==> src/ssw_pkg.sv <==
// Package for the secondary status and memory window register bank.
// Assumes a 32-bit AXI4-Lite register bus and a single clock domain.
package ssw_pkg;

  // Byte addresses of the register words.
  localparam logic [7:0] SSW_OFF_STATUS   = 8'h1C;
  localparam logic [7:0] SSW_OFF_MEMWIN   = 8'h20;
  localparam logic [7:0] SSW_OFF_PREFBASE = 8'h24;
  localparam logic [7:0] SSW_OFF_CTRL     = 8'h40;
  localparam logic [7:0] SSW_OFF_IRQMASK  = 8'h44;

  // Secondary status bit positions within the 1Ch word.
  localparam int SSW_B_66MHZ  = 21;
  localparam int SSW_B_FB2B   = 23;
  localparam int SSW_B_DPE    = 24;
  localparam int SSW_B_DEVLO  = 25;
  localparam int SSW_B_STA    = 27;
  localparam int SSW_B_RTA    = 28;
  localparam int SSW_B_RMA    = 29;
  localparam int SSW_B_RSE    = 30;
  localparam int SSW_B_DPERR  = 31;
  localparam int SSW_FLAG_LO  = 24;
  localparam int SSW_NFLAGS   = 8;

  // Fixed values of the read-only fields.
  localparam logic [1:0]  SSW_DEVSEL_MEDIUM = 2'h1;
  localparam logic [3:0]  SSW_ADDR64_CODE   = 4'h1;
  localparam logic [11:0] SSW_WIN_RESET     = 12'h000;
  // Flag mask: bits 24, 27..31 are sticky; 25 and 26 are the timing code.
  localparam logic [7:0]  SSW_FLAG_MASK     = 8'hF9;
  localparam logic [31:0] SSW_CTRL_RESET    = 32'h00000000;
  localparam int          SSW_CTRL_PERRESP  = 6;

  // Secondary bus events, one cycle pulses or levels.
  typedef struct packed {
    logic parity1N;
    logic parity2N;
    logic system1N;
    logic system2N;
    logic targetAbortSent;
    logic targetAbortRecv;
    logic masterAbortRecv;
    logic parityDetected;
  } ssw_events_t;

  // Whole state of the bank.
  typedef struct packed {
    logic [7:0]  flags;
    logic [11:0] memBase;
    logic [11:0] memLimit;
    logic [11:0] prefBase;
    logic [31:0] ctrl;
    logic [7:0]  irqMask;
    logic        awDone;
    logic        wDone;
    logic [7:0]  awAddr;
    logic [31:0] wData;
    logic        bValid;
    logic [1:0]  bResp;
    logic        rValid;
    logic [1:0]  rResp;
    logic [31:0] rData;
    logic        arReady;
    logic        irq;
    logic        fwd;
  } ssw_state_t;

endpackage : ssw_pkg

==> src/ssw_bank.sv <==
// Secondary status and memory window register bank of one bridge port.
// Assumes an AXI4-Lite master, synchronous event inputs and one clock.
// What this block does
// - Status bit 21 reads one, read-only, reporting 66 MHz capability.
// - Status bit 23 reads zero, read-only, fast back-to-back capability.
// - Bit 24 sets on either parity error line while command bit 6 set.
// - Bits 26:25 read-only, return medium timing code 01.
// - Bit 27 sets when bridge as target signals target abort.
// - Bit 28 sets when bridge-mastered transaction receives target abort.
// - Bit 29 sets when bridge-mastered transaction ends in master abort.
// - Bit 30 sets when either secondary system error line is asserted.
// - Bit 31 sets on address or data parity error detected.
// - Memory base bits 3:0 read-only zero.
// - Memory base bits 15:4 writable, reset zero, give window bottom 31:20.
// - Memory limit bits 19:16 read-only zero.
// - Memory limit bits 31:20 writable, window top low bits all ones.
// - Base and limit decide whether a memory address is forwarded.
// - Prefetch base 15:4 writable; bits 3:0 read 0001 for 64-bit.
`timescale 1ns/100ps
module ssw_bank import ssw_pkg::*; (
  input  wire logic        clk,
  input  wire logic        rstn,
  input  wire ssw_events_t events,
  input  wire logic [31:0] memAddr,
  input  wire logic [7:0]  s_axi_awaddr,
  input  wire logic        s_axi_awvalid,
  output logic             s_axi_awready,
  input  wire logic [31:0] s_axi_wdata,
  input  wire logic [3:0]  s_axi_wstrb,
  input  wire logic        s_axi_wvalid,
  output logic             s_axi_wready,
  output logic [1:0]       s_axi_bresp,
  output logic             s_axi_bvalid,
  input  wire logic        s_axi_bready,
  input  wire logic [7:0]  s_axi_araddr,
  input  wire logic        s_axi_arvalid,
  output logic             s_axi_arready,
  output logic [31:0]      s_axi_rdata,
  output logic [1:0]       s_axi_rresp,
  output logic             s_axi_rvalid,
  input  wire logic        s_axi_rready,
  output logic             commandParityResponse,
  output logic             memForward,
  output logic             irq
);

  ssw_state_t st;
  ssw_state_t next_st;

  // Read mux, shared by the read and write paths; decode is by word address.
  function automatic logic [31:0] readWord(input ssw_state_t s, input logic [7:0] a, output logic hit);
    logic [31:0] v;
    v   = 32'h00000000;
    hit = 1'b1;
    unique case (a)
      SSW_OFF_STATUS: begin
        v[31:SSW_FLAG_LO]          = s.flags & SSW_FLAG_MASK;
        v[SSW_B_66MHZ]             = 1'b1;
        v[SSW_B_FB2B]              = 1'b0;
        v[SSW_B_DEVLO+1:SSW_B_DEVLO] = SSW_DEVSEL_MEDIUM;
      end
      SSW_OFF_MEMWIN:   v = {s.memLimit, 4'h0, s.memBase, 4'h0};
      SSW_OFF_PREFBASE: v = {16'h0000, s.prefBase, SSW_ADDR64_CODE};
      SSW_OFF_CTRL:     v = s.ctrl;
      SSW_OFF_IRQMASK:  v = {24'h000000, s.irqMask};
      default:          hit = 1'b0;
    endcase
    return v;
  endfunction : readWord

  // Byte-lane merge used by every writable word.
  function automatic logic [31:0] laneMerge(input logic [31:0] old, input logic [31:0] d, input logic [3:0] be);
    logic [31:0] v;
    v = old;
    for (int i = 0; i < 4; i++) begin
      if (be[i]) begin
        v[i*8 +: 8] = d[i*8 +: 8];
      end
    end
    return v;
  endfunction : laneMerge

  // Next state: events, bus write, bus read, window compare and interrupt.
  always_comb begin
    logic [7:0]  setBits;
    logic [7:0]  clrBits;
    logic [7:0]  readClr;
    logic [31:0] w;
    logic [31:0] rd;
    logic        hit;
    logic        doWrite;
    next_st = st;
    setBits = 8'h00;
    clrBits = 8'h00;
    readClr = 8'h00;
    w       = 32'h00000000;
    rd      = 32'h00000000;
    hit     = 1'b0;
    // Event sources, mapped to status bits 31..24.
    setBits[SSW_B_DPE - SSW_FLAG_LO]   = (~events.parity1N | ~events.parity2N) & st.ctrl[SSW_CTRL_PERRESP];
    setBits[SSW_B_STA - SSW_FLAG_LO]   = events.targetAbortSent;
    setBits[SSW_B_RTA - SSW_FLAG_LO]   = events.targetAbortRecv;
    setBits[SSW_B_RMA - SSW_FLAG_LO]   = events.masterAbortRecv;
    setBits[SSW_B_RSE - SSW_FLAG_LO]   = ~events.system1N | ~events.system2N;
    setBits[SSW_B_DPERR - SSW_FLAG_LO] = events.parityDetected;

    // Write channels are accepted independently and held until both arrive.
    if (s_axi_awvalid && !st.awDone && !st.bValid) begin
      next_st.awDone = 1'b1;
      next_st.awAddr = {s_axi_awaddr[7:2], 2'b00};
    end
    if (s_axi_wvalid && !st.wDone && !st.bValid) begin
      next_st.wDone = 1'b1;
      next_st.wData = s_axi_wdata;
    end
    doWrite = st.awDone && st.wDone && !st.bValid;
    if (doWrite) begin
      next_st.awDone = 1'b0;
      next_st.wDone  = 1'b0;
      next_st.bValid = 1'b1;
      next_st.bResp  = 2'b00;
      w = laneMerge(readWord(st, st.awAddr, hit), st.wData, 4'hF);
      unique case (st.awAddr)
        SSW_OFF_STATUS:   clrBits = st.wData[31:SSW_FLAG_LO] & SSW_FLAG_MASK;
        SSW_OFF_MEMWIN: begin
          w = laneMerge({st.memLimit, 4'h0, st.memBase, 4'h0}, st.wData, 4'hF);
          next_st.memBase  = w[15:4];
          next_st.memLimit = w[31:20];
        end
        SSW_OFF_PREFBASE: next_st.prefBase = w[15:4];
        SSW_OFF_CTRL:     next_st.ctrl     = w;
        SSW_OFF_IRQMASK:  next_st.irqMask  = w[7:0] & SSW_FLAG_MASK;
        default:          next_st.bResp    = 2'b10;
      endcase
    end
    if (st.bValid && s_axi_bready) begin
      next_st.bValid = 1'b0;
    end

    // Single outstanding read; a status read clears the sticky bits it returned.
    next_st.arReady = !st.rValid && !st.arReady;
    if (s_axi_arvalid && st.arReady) begin
      rd = readWord(st, {s_axi_araddr[7:2], 2'b00}, hit);
      next_st.arReady = 1'b0;
      next_st.rValid  = 1'b1;
      next_st.rData   = rd;
      next_st.rResp   = hit ? 2'b00 : 2'b10;
      if (s_axi_araddr[7:2] == SSW_OFF_STATUS[7:2]) begin
        readClr = st.flags;
      end
    end
    if (st.rValid && s_axi_rready) begin
      next_st.rValid = 1'b0;
    end

    // Set wins over any clear arriving in the same cycle.
    next_st.flags = ((st.flags & ~clrBits & ~readClr) | setBits) & SSW_FLAG_MASK;
    next_st.irq   = |(next_st.flags & next_st.irqMask);
    // Window hit: bottom has low 20 bits zero, top has low 20 bits ones.
    next_st.fwd   = (memAddr[31:20] >= st.memBase) && (memAddr[31:20] <= st.memLimit);
  end

  // State register; every field has a constant reset value.
  always_ff @(posedge clk or negedge rstn) begin
    if (!rstn) begin
      st          <= '0;
      st.memBase  <= SSW_WIN_RESET;
      st.memLimit <= SSW_WIN_RESET;
      st.prefBase <= SSW_WIN_RESET;
      st.ctrl     <= SSW_CTRL_RESET;
    end else begin
      st <= next_st;
    end
  end

  // Outputs come from state flip-flops; awready and wready are gated from awDone, wDone and bValid.
  assign s_axi_awready         = !st.awDone && !st.bValid;
  assign s_axi_wready          = !st.wDone && !st.bValid;
  assign s_axi_bvalid          = st.bValid;
  assign s_axi_bresp           = st.bResp;
  assign s_axi_arready         = st.arReady;
  assign s_axi_rvalid          = st.rValid;
  assign s_axi_rdata           = st.rData;
  assign s_axi_rresp           = st.rResp;
  assign commandParityResponse = st.ctrl[SSW_CTRL_PERRESP];
  assign memForward            = st.fwd;
  assign irq                   = st.irq;

  // Checks kept next to the logic they guard.
  a_abort_sets_flag: assert property (@(posedge clk) disable iff (!rstn)
    events.targetAbortSent |=> st.flags[SSW_B_STA - SSW_FLAG_LO])
    else $error("Target abort event did not set its status bit.");
  a_mabort_sets_flag: assert property (@(posedge clk) disable iff (!rstn)
    events.masterAbortRecv |=> st.flags[SSW_B_RMA - SSW_FLAG_LO])
    else $error("Master abort event did not set its status bit.");
  a_rtabort_sets_flag: assert property (@(posedge clk) disable iff (!rstn)
    events.targetAbortRecv |=> st.flags[SSW_B_RTA - SSW_FLAG_LO])
    else $error("Received target abort did not set its status bit.");
  a_serr_sets_flag: assert property (@(posedge clk) disable iff (!rstn)
    (!events.system1N || !events.system2N) |=> st.flags[SSW_B_RSE - SSW_FLAG_LO])
    else $error("System error did not set its status bit.");
  a_perr_gated_flag: assert property (@(posedge clk) disable iff (!rstn)
    (!st.flags[0] && !st.ctrl[SSW_CTRL_PERRESP] && !(s_axi_awvalid && s_axi_wvalid)) |=> !st.flags[0])
    else $error("Parity flag set while parity response disabled.");
  a_dperr_sets_flag: assert property (@(posedge clk) disable iff (!rstn)
    events.parityDetected |=> st.flags[SSW_B_DPERR - SSW_FLAG_LO])
    else $error("Detected parity error did not set its status bit.");
  a_fixed_status: assert property (@(posedge clk) disable iff (!rstn)
    ($rose(s_axi_rvalid) && $past(s_axi_araddr) == SSW_OFF_STATUS)
      |-> ({s_axi_rdata[26:25], s_axi_rdata[23:21]} == 5'b01001))
    else $error("Fixed status fields read back wrong.");
  a_window_decode: assert property (@(posedge clk) disable iff (!rstn)
    (memAddr[31:20] < st.memBase) |=> !memForward)
    else $error("Address below window was forwarded.");
  a_zero_keeps: assert property (@(posedge clk) disable iff (!rstn)
    (st.flags[7] && !(s_axi_arvalid && st.arReady) && st.awDone && st.wDone && !st.bValid && !st.wData[31])
      |=> st.flags[7])
    else $error("Writing zero cleared a sticky status bit.");

  // Response channels must hold their answer until the master takes it.
  a_bvalid_holds: assert property (@(posedge clk) disable iff (!rstn)
    (s_axi_bvalid && !s_axi_bready) |=> s_axi_bvalid)
    else $error("Write response dropped before it was taken.");

  a_bresp_stable: assert property (@(posedge clk) disable iff (!rstn)
    (s_axi_bvalid && !s_axi_bready) |=> $stable(s_axi_bresp))
    else $error("Write response code changed while pending.");

  a_rvalid_holds: assert property (@(posedge clk) disable iff (!rstn)
    (s_axi_rvalid && !s_axi_rready) |=> s_axi_rvalid)
    else $error("Read data dropped before it was taken.");

  a_rdata_stable: assert property (@(posedge clk) disable iff (!rstn)
    (s_axi_rvalid && !s_axi_rready) |=> $stable(s_axi_rdata))
    else $error("Read data changed while pending.");

  a_rresp_stable: assert property (@(posedge clk) disable iff (!rstn)
    (s_axi_rvalid && !s_axi_rready) |=> $stable(s_axi_rresp))
    else $error("Read response code changed while pending.");

  // A pending answer blocks new requests, so one of each is under way at most.
  a_aw_busy: assert property (@(posedge clk) disable iff (!rstn)
    s_axi_bvalid |-> !s_axi_awready)
    else $error("Write address accepted while a response was pending.");

  a_w_busy: assert property (@(posedge clk) disable iff (!rstn)
    s_axi_bvalid |-> !s_axi_wready)
    else $error("Write data accepted while a response was pending.");

  a_ar_busy: assert property (@(posedge clk) disable iff (!rstn)
    s_axi_rvalid |-> !s_axi_arready)
    else $error("Read address accepted while read data was pending.");

  a_bresp_legal: assert property (@(posedge clk) disable iff (!rstn)
    s_axi_bvalid |-> (s_axi_bresp == 2'b00 || s_axi_bresp == 2'b10))
    else $error("Write response code out of range.");

  a_rresp_legal: assert property (@(posedge clk) disable iff (!rstn)
    s_axi_rvalid |-> (s_axi_rresp == 2'b00 || s_axi_rresp == 2'b10))
    else $error("Read response code out of range.");

  a_write_answer: assert property (@(posedge clk) disable iff (!rstn)
    (st.awDone && st.wDone && !st.bValid) |=> s_axi_bvalid)
    else $error("Write response did not follow a complete write.");

  a_read_answer: assert property (@(posedge clk) disable iff (!rstn)
    (s_axi_arvalid && s_axi_arready) |=> s_axi_rvalid)
    else $error("Read data did not follow an accepted address.");

  a_bvalid_drops: assert property (@(posedge clk) disable iff (!rstn)
    (s_axi_bvalid && s_axi_bready) |=> !s_axi_bvalid)
    else $error("Write response repeated after it was taken.");

  a_rvalid_drops: assert property (@(posedge clk) disable iff (!rstn)
    (s_axi_rvalid && s_axi_rready) |=> !s_axi_rvalid)
    else $error("Read data repeated after it was taken.");

  // Read-only fields seen on the bus; the address is taken one cycle before data.
  a_status_bits: assert property (@(posedge clk) disable iff (!rstn)
    ($rose(s_axi_rvalid) && $past(s_axi_araddr) == SSW_OFF_STATUS) |-> (s_axi_rdata[22:16] == 7'h20))
    else $error("Status capability bits read back wrong.");

  a_status_low: assert property (@(posedge clk) disable iff (!rstn)
    ($rose(s_axi_rvalid) && $past(s_axi_araddr) == SSW_OFF_STATUS) |-> (s_axi_rdata[15:0] == 16'h0000))
    else $error("Lower half of the status word is not zero.");

  a_memwin_ro: assert property (@(posedge clk) disable iff (!rstn)
    ($rose(s_axi_rvalid) && $past(s_axi_araddr) == SSW_OFF_MEMWIN)
      |-> (s_axi_rdata[3:0] == 4'h0 && s_axi_rdata[19:16] == 4'h0))
    else $error("Read-only window bits are not zero.");

  a_pref_code: assert property (@(posedge clk) disable iff (!rstn)
    ($rose(s_axi_rvalid) && $past(s_axi_araddr) == SSW_OFF_PREFBASE) |-> (s_axi_rdata[3:0] == SSW_ADDR64_CODE))
    else $error("Prefetch base does not report 64-bit addressing.");

  a_pref_upper: assert property (@(posedge clk) disable iff (!rstn)
    ($rose(s_axi_rvalid) && $past(s_axi_araddr) == SSW_OFF_PREFBASE) |-> (s_axi_rdata[31:16] == 16'h0000))
    else $error("Upper half of the prefetch word is not zero.");

  a_unmapped_read: assert property (@(posedge clk) disable iff (!rstn)
    (s_axi_rvalid && s_axi_rresp == 2'b10) |-> (s_axi_rdata == 32'h00000000))
    else $error("Refused read returned data.");

  // Writes land in the window fields; the write data stays held for a cycle.
  a_base_write: assert property (@(posedge clk) disable iff (!rstn)
    (st.awDone && st.wDone && !st.bValid && st.awAddr == SSW_OFF_MEMWIN) |=> (st.memBase == st.wData[15:4]))
    else $error("Memory base write did not land.");

  a_limit_write: assert property (@(posedge clk) disable iff (!rstn)
    (st.awDone && st.wDone && !st.bValid && st.awAddr == SSW_OFF_MEMWIN) |=> (st.memLimit == st.wData[31:20]))
    else $error("Memory limit write did not land.");

  a_pref_write: assert property (@(posedge clk) disable iff (!rstn)
    (st.awDone && st.wDone && !st.bValid && st.awAddr == SSW_OFF_PREFBASE) |=> (st.prefBase == st.wData[15:4]))
    else $error("Prefetch base write did not land.");

  // Write-one and read clears, unless a new event sets the bit again.
  a_w1c_dperr: assert property (@(posedge clk) disable iff (!rstn)
    (st.awDone && st.wDone && !st.bValid && st.awAddr == SSW_OFF_STATUS && st.wData[31] && !events.parityDetected)
      |=> !st.flags[7])
    else $error("Writing one did not clear the parity status bit.");

  a_w1c_rtabort: assert property (@(posedge clk) disable iff (!rstn)
    (st.awDone && st.wDone && !st.bValid && st.awAddr == SSW_OFF_STATUS && st.wData[28] && !events.targetAbortRecv)
      |=> !st.flags[4])
    else $error("Writing one did not clear the received abort bit.");

  a_read_clears: assert property (@(posedge clk) disable iff (!rstn)
    (s_axi_arvalid && s_axi_arready && s_axi_araddr == SSW_OFF_STATUS && !events.parityDetected) |=> !st.flags[7])
    else $error("Status read did not clear the parity status bit.");

  // Flags, interrupt and window decode.
  a_flag_gaps: assert property (@(posedge clk) disable iff (!rstn)
    (st.flags & ~SSW_FLAG_MASK) == 8'h00)
    else $error("Timing code positions held a sticky bit.");

  a_irq_level: assert property (@(posedge clk) disable iff (!rstn)
    irq == (|(st.flags & st.irqMask)))
    else $error("Interrupt level disagrees with masked status.");

  a_fwd_inside: assert property (@(posedge clk) disable iff (!rstn)
    (memAddr[31:20] >= st.memBase && memAddr[31:20] <= st.memLimit) |=> memForward)
    else $error("Address inside the window was not forwarded.");

  a_fwd_above: assert property (@(posedge clk) disable iff (!rstn)
    (memAddr[31:20] > st.memLimit) |=> !memForward)
    else $error("Address above the window was forwarded.");

  a_dpe_port1: assert property (@(posedge clk) disable iff (!rstn)
    (!events.parity1N && st.ctrl[SSW_CTRL_PERRESP]) |=> st.flags[SSW_B_DPE - SSW_FLAG_LO])
    else $error("First port parity error did not set its status bit.");

  a_dpe_port2: assert property (@(posedge clk) disable iff (!rstn)
    (!events.parity2N && st.ctrl[SSW_CTRL_PERRESP]) |=> st.flags[SSW_B_DPE - SSW_FLAG_LO])
    else $error("Second port parity error did not set its status bit.");

endmodule : ssw_bank

==> config.mk <==
export PLATFORM = sky130hd
export DESIGN_NAME = ssw_bank
export DESIGN_NICKNAME = d
export VERILOG_FILES = /design/src/ssw_pkg.sv /design/src/ssw_bank.sv
export SDC_FILE = /design/constraint.sdc
export NUM_CORES = 1
export LEC_CHECK = 0
export BUFFER_PORTS_ARGS = -buffer_cell sky130_fd_sc_hd__buf_2
export CAP_MARGIN = 20
export CORE_AREA = 5 5 121 123
export DETAILED_ROUTE_END_ITERATION = 8
export DIE_AREA = 0 0 126 128
export HOLD_SLACK_MARGIN = 0.15
export PLACE_DENSITY_LB_ADDON = 0.08
export SLEW_MARGIN = 20
export SYNTH_ARGS = -nofsm -noshare
export SYNTH_HDL_FRONTEND = slang
export SYNTH_SLANG_ARGS = --single-unit
==> constraint.sdc <==
create_clock -name clk -period 2.5 [get_ports clk]
set_input_delay 0.125 -clock clk [delete_from_list [all_inputs] [get_ports clk]]
set_output_delay 0.125 -clock clk [all_outputs]
set_load 0.01 [all_outputs]
==> results.sh, run 1 <==
export IMPL_core_region_area_mm2=0.0136
export IMPL_slew_viol_final=0
export IMPL_synth_most_common_cell="dfrtp_1"
export IMPL_rsz0062_at_grt="false"
export IMPL_drc_errors=0
export IMPL_end_kind="register"
export IMPL_start_util_pct=53.0
export IMPL_antenna_found_initial=0
export IMPL_outcome="complete, no violations"
export IMPL_timing_final_crit_share_pct=90.3
export IMPL_finalSetupTns_ns=0
export IMPL_slowest_delay_ns=0.52
export IMPL_slew_headroom_pct=47.2
export IMPL_cp_slowest_cell="nor4b_4"
export IMPL_viasPerCell=5.48
export IMPL_grt_pass1_vias=5277
export IMPL_diodes=0
export IMPL_arrival_ns=2.59
export IMPL_crit_chain="nand3b_4 -> or4_4 -> nor4b_4 -> buf_4 -> nand2_1 -> o21ai_0"
export IMPL_synth_area_top_cells="dfrtp_1 (55%), mux2_2 (14%), ha_1 (4.2%), o21ai_0 (4.0%), buf_4 (4.0%)"
export IMPL_routedWlPerCell_um=17.8
export IMPL_worstSetupStartpointType="register"
export IMPL_ys_top_cells_by_count="dfrtp_1 (159), mux2_2 (90), nand2_1 (72)"
export IMPL_fmax_mhz=443
export IMPL_ys_types=46
export IMPL_worst_path_buf_inv=1
export IMPL_grt_max_degree=89
export IMPL_hpwl_um=11200
export IMPL_insertion_delay_ns=0.42
export IMPL_synth_top_area_cell="dfrtp_1"
export IMPL_ios=143
export IMPL_final_cells=926
export IMPL_fin_nets=856
export IMPL_routed_wl_um=16400
export IMPL_clock_sinks=159
export IMPL_cp_required_ns=2.83
export IMPL_synth_avg_cell_area_um2=12.0
export IMPL_place_congestion=0.829
export IMPL_grt_ovfl_total=0
export IMPL_num_rows=43
export IMPL_synthFlopType="dfrtp_1"
export IMPL_hp_class="input pin to register"
export IMPL_ys_seq_elements=159
export IMPL_vdd_drop_max_v=0.000605
export IMPL_track_usage_pct=21.4
export IMPL_vias=5070
export IMPL_yosysTopAreaCellShare_pct=55.3
export IMPL_place_inst=844
export IMPL_drt_pass1_iter_count=7
export IMPL_portBuffers=112
export IMPL_period_needed_ns=2.26
export IMPL_crit_type="register to register"
export IMPL_ant_nets=0
export IMPL_area_growth_pct=23.7
export IMPL_finalSetupViolations=0
export IMPL_die_area_mm2=0.0161
export IMPL_die_x_um=126
export IMPL_cts_setup_buffers=0
export IMPL_die_h_um=128
export IMPL_cts_made_buffers=17
export IMPL_clkTransAtPathRegs_ns=0.06
export IMPL_cts_root_buf="clkbuf_16"
export IMPL_final_hold_violation_count=0
export IMPL_htreeDepth=4
export IMPL_drtIter0Drc=382
export IMPL_grt_pass1_wl_um=27100
export IMPL_layout_drive_gt1_share_pct=34.9
export IMPL_total_leakage_power_nw=4.17
export IMPL_hold_buffers=50
export IMPL_clock_path_buffers=2
export IMPL_ys_warnings_count=0
export IMPL_p_per_area_mw_per_mm2=911
export IMPL_cts_resized=0
export IMPL_synth_edff_count=0
export IMPL_syn_cell_area_mm2=0.00719
export IMPL_hold_ws_ns=0.218
export IMPL_syn_inst=598
export IMPL_synth_sequential_area_ratio_pct=55.3
export IMPL_timing_clock_skew_ns=0.00752
export IMPL_crit_fanout=23
export IMPL_cts_tree="yes"
export IMPL_async_reset_ff_share_pct=100
export IMPL_path_delay_family="simple AND/OR/NAND/NOR gates"
export IMPL_worstMarginPinSlew_ns=0.792
export IMPL_maxCapViolCount=0
## layer usage
layer  part of all wire [%]  wire (µm)  track usage, %  vias up
met5                      0          0               0        -
met4                    2.1        349            7.82        0
met3                    5.6        919            4.50       24
met2                     48       7920            34.9      165
met1                     44       7250            28.5     2510
li1                       -          -               -     2371
## cell usage in the layout (no fill, tap or decap), types with 3 or more instances in the layout
master,Yosys,final
buf_2,1,111
mux2_2,90,90
nand4_1,4,4
nand4b_1,3,3
a222oi_1,14,14
inv_1,24,24
a221oi_1,7,7
bufinv_16,0,5
nand2_1,72,72
nand2b_1,3,3
ha_1,24,24
nor2_1,8,8
a22o_1,4,4
a21o_1,10,10
clkbuf_16,0,17
o21ai_0,57,57
nor2b_1,3,3
dlygate4sd3_1,0,50
clkinv_2,0,4
a31o_2,5,5
a22oi_1,9,9
clkbuf_8,0,3
a21oi_1,6,6
dfrtp_1,159,159
buf_4,38,14
## worst paths after layout
check                                          from                          end  slack (ns)  cells past startpoint
max in group asynchronous                      rstn           st[79]$_DFFE_PN0P_        1.40                      3
hold / removal                          memAddr[31]         memForward$_DFF_PN0_        0.22                      5
hold reg to reg            s_axi_rvalid$_DFFE_PN0P_      s_axi_arready$_DFF_PN0_        0.46                      1
setup / recovery           s_axi_bvalid$_DFFE_PN0P_          st[145]$_DFFE_PN0P_        0.24                      6
setup reg to reg           s_axi_bvalid$_DFFE_PN0P_          st[145]$_DFFE_PN0P_        0.24                      6
min in group asynchronous                      rstn  s_axi_rdata[19]$_DFFE_PN0N_        0.34                      2
## cells by family after synthesis
family	after synthesis	synth area share, %
DFF	159	55.3
other	1	0.0522
AOI/OAI and AO/OA	121	11.2
muxes	91	14.2
xor gates and xnor gates	2	0.244
and+or+nand+nor	113	7.90
buffers and inverters	87	6.87
adders and majority gates	24	4.18
## layout make-up
class	count	area, µm²
clock buffer	21	470
timing repair buffer	178	1210
inverter	24	90.1
fill	1102	4660
clock inverter	11	185
tap	180	225
multi-input combinational	353	2730
sequential	159	3980
## through the flow
step           cell area, µm²  setup slack [ns]  total power (W)  utilization (%)
6_report                 8890             0.243          0.00810             65.6
5_1_grt                  8890            0.0667          0.00853             65.6
4_1_cts                  8890             0.222          0.00817             65.6
3_5_place_dp             7740             0.248          0.00525             57.1
3_3_place_gp             7740             0.324          0.00515             57.1
2_1_floorplan            7190             0.350          0.00470                -
## tightest hold or removal path: stages
cell      delay [ns]
buf_2           0.12
ha_1            0.14
a21oi_1         0.05
o211ai_1        0.08
a22oi_1         0.08
## flip-flops by register name, indices dropped and copies added, names as in the netlist
| signal | flops |
|---|---|
| s_axi_bresp | 1 |
| s_axi_rdata | 32 |
| s_axi_bvalid | 1 |
| memForward | 1 |
| s_axi_rresp | 1 |
| st | 119 |
| s_axi_rvalid | 1 |
| commandParityResponse | 1 |
| irq | 1 |
| s_axi_arready | 1 |
## power breakdown
group          switching [W]  total, W  internal (W)
logic               0.000683   0.00153      0.000845
clock network       0.000994   0.00284       0.00184
registers           0.000546   0.00374       0.00319
total                0.00222   0.00810       0.00588
No activity file was read; power rests on OpenSTA's default activity.
==> run 2: changes to the inputs <==
- BUFFER_PORTS_ARGS: -buffer_cell sky130_fd_sc_hd__buf_2 -> -buffer_cell sky130_fd_sc_hd__buf_4
- CORE_AREA: 5 5 121 123 -> 5 5 117 119
- CTS_CLUSTER_SIZE: not set -> 24
- DIE_AREA: 0 0 126 128 -> 0 0 122 124
- clock period: 2.5 -> 2.8 ns (I/O delays scaled with it)
==> run 2 against run 1 <==
Net effect:
- final cell count fell by 1.2%
- core utilization rose by 7.4 points
- sequential share of layout area fell by 0.98 points
- combinational power fell by 5%
- routed wire length rose by 0.66%
- register-to-register slack improved by 0.30 ns
- clock skew barely moved
- sequential cell count did not move
- global-route usage rose by 2.2 points
- hold slack improved by 0.014 ns
- first-iteration DRC count rose by 27%
- final area rose by 2.3%
- critical path type unchanged
- largest cell class unchanged
==> results.sh, run 2 (synthesized netlist as in run 1, its figures left out) <==
export IMPL_cts_root_buf="clkbuf_16"
export IMPL_num_rows=41
export IMPL_ant_nets=0
export IMPL_rsz0062_at_grt="false"
export IMPL_worstMarginPinSlew_ns=0.743
export IMPL_ios=143
export IMPL_switching_power_w=0.00197
export IMPL_crit_type="register to register"
export IMPL_core_region_area_mm2=0.0125
export IMPL_die_h_um=124
export IMPL_finalSetupViolations=0
export IMPL_worstSetupStartpointType="register"
export IMPL_portBuffers=112
export IMPL_die_x_um=122
export IMPL_p_per_area_mw_per_mm2=784
export IMPL_vdd_drop_max_v=0.000658
export IMPL_timing_clock_skew_ns=0.00724
export IMPL_layout_commonest_cell="dfrtp_1"
export IMPL_outcome="complete, no violations"
export IMPL_final_hold_violation_count=0
export IMPL_use_met3_pct=5.31
export IMPL_antenna_found_initial=0
export IMPL_slew_viol_final=0
export IMPL_routed_wl_um=16600
export IMPL_area_growth_pct=26.5
export IMPL_drc_errors=0
export IMPL_p_int_w=0.00516
export IMPL_cts_tree="yes"
export IMPL_cts_setup_buffers=0
export IMPL_fin_nets=854
export IMPL_fin_util_pct=72.9
export IMPL_end_kind="register"
export IMPL_busiest_layer="met2"
export IMPL_hp_class="input pin to asynchronous set/reset pin"
export IMPL_crit_fanout=20
export IMPL_cts_resized=0
export IMPL_cp_required_ns=3.13
export IMPL_drt_pass1_iter_count=5
export IMPL_track_usage_pct=23.5
export IMPL_clkTransAtPathRegs_ns=0.06
export IMPL_final_cells=915
export IMPL_final_cell_mix="dfrtp_1 (159), buf_4 (123), mux2_2 (90), nand2_1 (71), o21ai_0 (57)"
export IMPL_comb_power_share_pct=20.3
export IMPL_routedWlPerCell_um=18.1
export IMPL_largest_reg_flops=119
export IMPL_place_congestion=0.835
export IMPL_total_leakage_power_nw=4.20
export IMPL_switching_share_pct=27.6
export IMPL_period_needed_ns=2.26
export IMPL_grt_use_met2_pct=39.4
export IMPL_power_share_sequential_pct=46.9
export IMPL_slowest_delay_ns=0.51
export IMPL_grt_use_met1_pct=30.0
export IMPL_maxCapViolCount=0
export IMPL_clock_path_buffers=2
export IMPL_layout_drive_gt1_share_pct=34.3
export IMPL_vias=5075
export IMPL_cp_slowest_cell="nor4b_4"
export IMPL_grt_pass1_wl_um=27100
export IMPL_hold_ws_ns=0.231
export IMPL_finalSetupTns_ns=0
export IMPL_grt_max_degree=69
export IMPL_cts_made_buffers=17
export IMPL_htreeDepth=4
export IMPL_fmax_mhz=443
export IMPL_start_util_pct=57.7
export IMPL_clkPwrFrac_pct=32.7
export IMPL_top_register="st"
export IMPL_arrival_ns=2.59
export IMPL_slew_headroom_pct=50.3
export IMPL_viasPerCell=5.55
export IMPL_drtIter0Drc=485
export IMPL_grt_ovfl_total=0
export IMPL_diodes=0
export IMPL_place_inst=834
export IMPL_grt_pass1_vias=5396
export IMPL_insertion_delay_ns=0.42
export IMPL_timing_final_crit_share_pct=80.7
export IMPL_die_area_mm2=0.0151
export IMPL_hpwl_um=11300
export IMPL_clock_sinks=159
export IMPL_crit_chain="nand3b_4 -> or4_4 -> nor4b_4 -> buf_4 -> nand2_1 -> o21ai_0"
export IMPL_num_fill_cells=905
## run 2: area by class of cell
cell class,count,area [µm²],area share (%)
inverters,24,90.1,0.991
repair buffers,176,1480,16.2
clock buffers,25,495,5.45
clock inverters,6,105,1.16
multi-input cells,353,2730,30.1
flip-flops and latches,159,3980,43.8
well taps,172,215,2.37
## run 2: final timing paths
| path | start | end | slack, ns | cells past startpoint |
|---|---|---|---|---|
| hold reg to reg | s_axi_rdata[19]$_DFFE_PN0N_ | s_axi_rdata[19]$_DFFE_PN0N_ | 0.48 | 2 |
| hold / removal | rstn | s_axi_rdata[23]$_DFFE_PN0N_ | 0.23 | 2 |
| max in group asynchronous | rstn | s_axi_rdata[0]$_DFFE_PN0N_ | 1.65 | 3 |
| setup / recovery | s_axi_bvalid$_DFFE_PN0P_ | st[157]$_DFFE_PN0P_ | 0.54 | 6 |
| min in group clk | s_axi_awvalid | st[82]$_DFFE_PN0P_ | 0.23 | 3 |
| setup reg to reg | s_axi_bvalid$_DFFE_PN0P_ | st[157]$_DFFE_PN0P_ | 0.54 | 6 |
## run 2: routing by layer
layer  wire [µm]  share of wire (%)
met3         907                5.5
met1        7090                 43
met2        8210                 50
met4         344                2.1
met5           0                  0
## run 2: power by group through the flow
stage / clock [W] / combinational [W] / sequential (W)
after floorplan: 0 / 0.00100 / 0.00319
after global placement: 0 / 0.00133 / 0.00333
after detailed placement: 0 / 0.00139 / 0.00336
after CTS: 0.00238 / 0.00147 / 0.00333
after global routing: 0.00249 / 0.00160 / 0.00342
final: 0.00233 / 0.00145 / 0.00335
## run 2: worst max-delay path, delay by kind of cell (launching register included)
family,cells,cell delay (ns)
and+or+nand+nor,4,1.28
AOI/OAI and AO/OA,1,0.09
buffers and inverters,1,0.34
DFF,1,0.43
## run 2: per-stage QoR
step,setup slack (ns),total power (W),area [µm²]
finish,0.542,0.00713,9090
global placement,0.560,0.00466,7990
floorplan,0.650,0.00420,7190
global route,0.375,0.00751,9090
CTS,0.509,0.00718,9090
detailed placement,0.541,0.00476,7990
## run 2: timing repair
| item | in CTS | in global routing |
|---|---|---|
| hold buffers | 50 | 0 |
| endpoints found under the hold margin | 166 | 0 |
| endpoints found under the setup margin | 0 | 0 |
==> run 3: changes to the inputs <==
- ABC_AREA: not set -> 1
- CORE_AREA: 5 5 117 119 -> 5 5 122 124
- DIE_AREA: 0 0 122 124 -> 0 0 127 129
- clock period: 2.8 -> 2.3 ns (I/O delays scaled with it)
==> run 3 against run 2 <==
Net effect:
- register-to-register slack about the same
- final cell count up 31%
- die area grew 8.3%
==> results.sh, run 3 <==
export IMPL_cts_made_buffers=17
export IMPL_p_per_area_mw_per_mm2=979
export IMPL_die_h_um=129
export IMPL_largest_reg_flops=119
export IMPL_vdd_drop_max_v=0.000654
export IMPL_viasPerCell=5.10
export IMPL_crit_fanout=26
export IMPL_ios=143
export IMPL_clock_path_buffers=2
export IMPL_ys_types=32
export IMPL_outcome="complete, no violations"
export IMPL_start_util_pct=54.3
export IMPL_core_region_area_mm2=0.0137
export IMPL_htreeDepth=4
export IMPL_end_kind="register"
export IMPL_top_register="st"
export IMPL_cts_setup_buffers=0
export IMPL_layout_commonest_cell="nand2_1"
export IMPL_final_hold_violation_count=0
export IMPL_layout_drive_gt1_share_pct=16.5
export IMPL_timing_final_crit_share_pct=89.5
export IMPL_slew_headroom_pct=62.6
export IMPL_arrival_ns=2.36
export IMPL_synth_top_family_by_area="simple AND/OR/NAND/NOR gates"
export IMPL_num_rows=43
export IMPL_synthFlopType="dfrtp_1"
export IMPL_final_cell_mix="nand2_1 (278), dfrtp_1 (159), buf_4 (121), o21ai_0 (84), inv_1 (81)"
export IMPL_grt_max_degree=61
export IMPL_period_needed_ns=2.06
export IMPL_synth_compound_area_share_pct=10.2
export IMPL_clkTransAtPathRegs_ns=0.06
export IMPL_synthMuxAreaShare_pct=0.910
export IMPL_synth_edff_count=0
export IMPL_yosysTopAreaCellShare_pct=53.6
export IMPL_drtIter0Drc=435
export IMPL_grt_ovfl_total=0
export IMPL_async_reset_ff_share_pct=100
export IMPL_synth_xor_area_share_pct=0
export IMPL_grt_pass1_wl_um=29700
export IMPL_num_fill_cells=1147
export IMPL_hpwl_um=12100
export IMPL_diodes=0
export IMPL_place_area_mm2=0.00821
export IMPL_ant_nets=0
export IMPL_synthAdderAreaFrac_pct=4.04
export IMPL_worstMarginPinSlew_ns=0.561
export IMPL_worstSetupStartpointType="input pin"
export IMPL_cts_root_buf="clkbuf_16"
export IMPL_crit_type="input pin to register"
export IMPL_finalSetupViolations=0
export IMPL_ys_warnings_count=0
export IMPL_ys_seq_elements=159
export IMPL_synth_area_top_cells="dfrtp_1 (54%), nand2_1 (14%), o21ai_0 (5.7%), inv_1 (4.1%), ha_1 (4.0%)"
export IMPL_drt_pass1_iter_count=5
export IMPL_drc_errors=0
export IMPL_fin_area_mm2=0.00934
export IMPL_insertion_delay_ns=0.42
export IMPL_routed_wl_um=18000
export IMPL_fin_nets=1133
export IMPL_fmax_mhz=486
export IMPL_rsz0062_at_grt="false"
export IMPL_total_leakage_power_nw=4.78
export IMPL_vias=6138
export IMPL_die_x_um=127
export IMPL_place_congestion=0.851
export IMPL_antenna_found_initial=0
export IMPL_maxCapViolCount=0
export IMPL_synth_avg_cell_area_um2=8.46
export IMPL_cp_required_ns=2.60
export IMPL_slew_viol_final=0
export IMPL_clock_sinks=159
export IMPL_synth_top_area_cell="dfrtp_1"
export IMPL_syn_cell_area_mm2=0.00743
export IMPL_portBuffers=112
export IMPL_grt_pass1_vias=6115
export IMPL_syn_inst=878
export IMPL_finalSetupTns_ns=0
export IMPL_die_area_mm2=0.0164
export IMPL_hp_class="input pin to register"
export IMPL_ys_top_cells_by_count="nand2_1 (279), dfrtp_1 (159), o21ai_0 (84)"
export IMPL_timing_clock_skew_ns=0.00908
export IMPL_area_growth_pct=25.8
export IMPL_synth_sequential_area_ratio_pct=53.6
export IMPL_track_usage_pct=22.9
export IMPL_routedWlPerCell_um=14.9
export IMPL_yosys_area_share_simple_pct=21.2
export IMPL_synth_most_common_cell="nand2_1"
export IMPL_cts_tree="yes"
## run 3: cell type report
cell class	count	area, µm²	share of cell area (%)
timing repair buffer	179	1510	16.2
sequential	159	3980	42.6
multi-input combinational	569	2730	29.2
tap	180	225	2.41
clock inverter	5	77.6	0.830
inverter	84	317	3.39
clock buffer	27	503	5.38
## run 3: layer usage
layer | track usage, % | routed length (µm) | part of all wire, %
met1 | 31.0 | 8170 | 45
met2 | 37.5 | 8380 | 47
met3 | 4.94 | 1040 | 5.8
met4 | 7.07 | 378 | 2.1
met5 | 0 | 0 | 0
## run 3: worst paths after layout
path	slack [ns]	end	start	cells after the start
min reg2reg	0.45	s_axi_arready$_DFF_PN0_	s_axi_arready$_DFF_PN0_	1
max reg2reg	0.54	irq$_DFF_PN0_	s_axi_bvalid$_DFFE_PN0P_	10
min in group asynchronous	0.24	s_axi_rdata[30]$_DFFE_PN0N_	rstn	2
min	0.17	s_axi_rresp[1]$_DFFE_PN0N_	s_axi_araddr[7]	4
max	0.24	s_axi_rdata[0]$_DFFE_PN0N_	s_axi_araddr[2]	10
max in group asynchronous	1.38	s_axi_rdata[8]$_DFFE_PN0N_	rstn	3
## run 3: metrics by stage
step                setup slack (ns)  hold slack, ns  total power, W  util [%]  instances
finish                         0.240           0.167         0.00914      68.4       1203
CTS                           0.0652           0.154         0.00920      68.3       1203
global placement               0.584           0.122         0.00619      60.1       1116
detailed placement             0.541           0.117         0.00632      60.1       1116
floorplan                      0.837          -0.181         0.00551         -        879
global route                  0.0342           0.184         0.00973      68.4       1203
## run 3: cell families (layout without fill, tap and decap cells)
family | after synthesis | count (layout)
AOI/OAI and AO/OA | 148 | 148
adders and majority gates | 24 | 24
muxes | 6 | 6
other | 1 | 2
and+or+nand+nor | 389 | 389
DFF | 159 | 159
buffers and inverters | 151 | 295
## run 3: critical path, stage by stage
cell           delay, ns
dlygate4sd3_1       0.53
buf_4               0.12
nor2_2              0.05
dlygate4sd3_1       0.58
nand2_4             0.10
clkinv_2            0.35
nand2_1             0.16
nand2_1             0.09
o21ai_0             0.18
nand2_1             0.07
## run 3: timing repair
action                                 CTS  global route
resized for setup                        0             1
setup endpoints to repair                0             4
endpoints found under the hold margin  214             0
hold buffers                            55             0
## run 3: report_power, final
group,leakage [nW],internal [W],switching [W]
Sequential,2.05,0.00361,0.000457
Clock,0.282,0.00171,0.00107
Combinational,2.45,0.000910,0.00138
Total,4.78,0.00624,0.00290
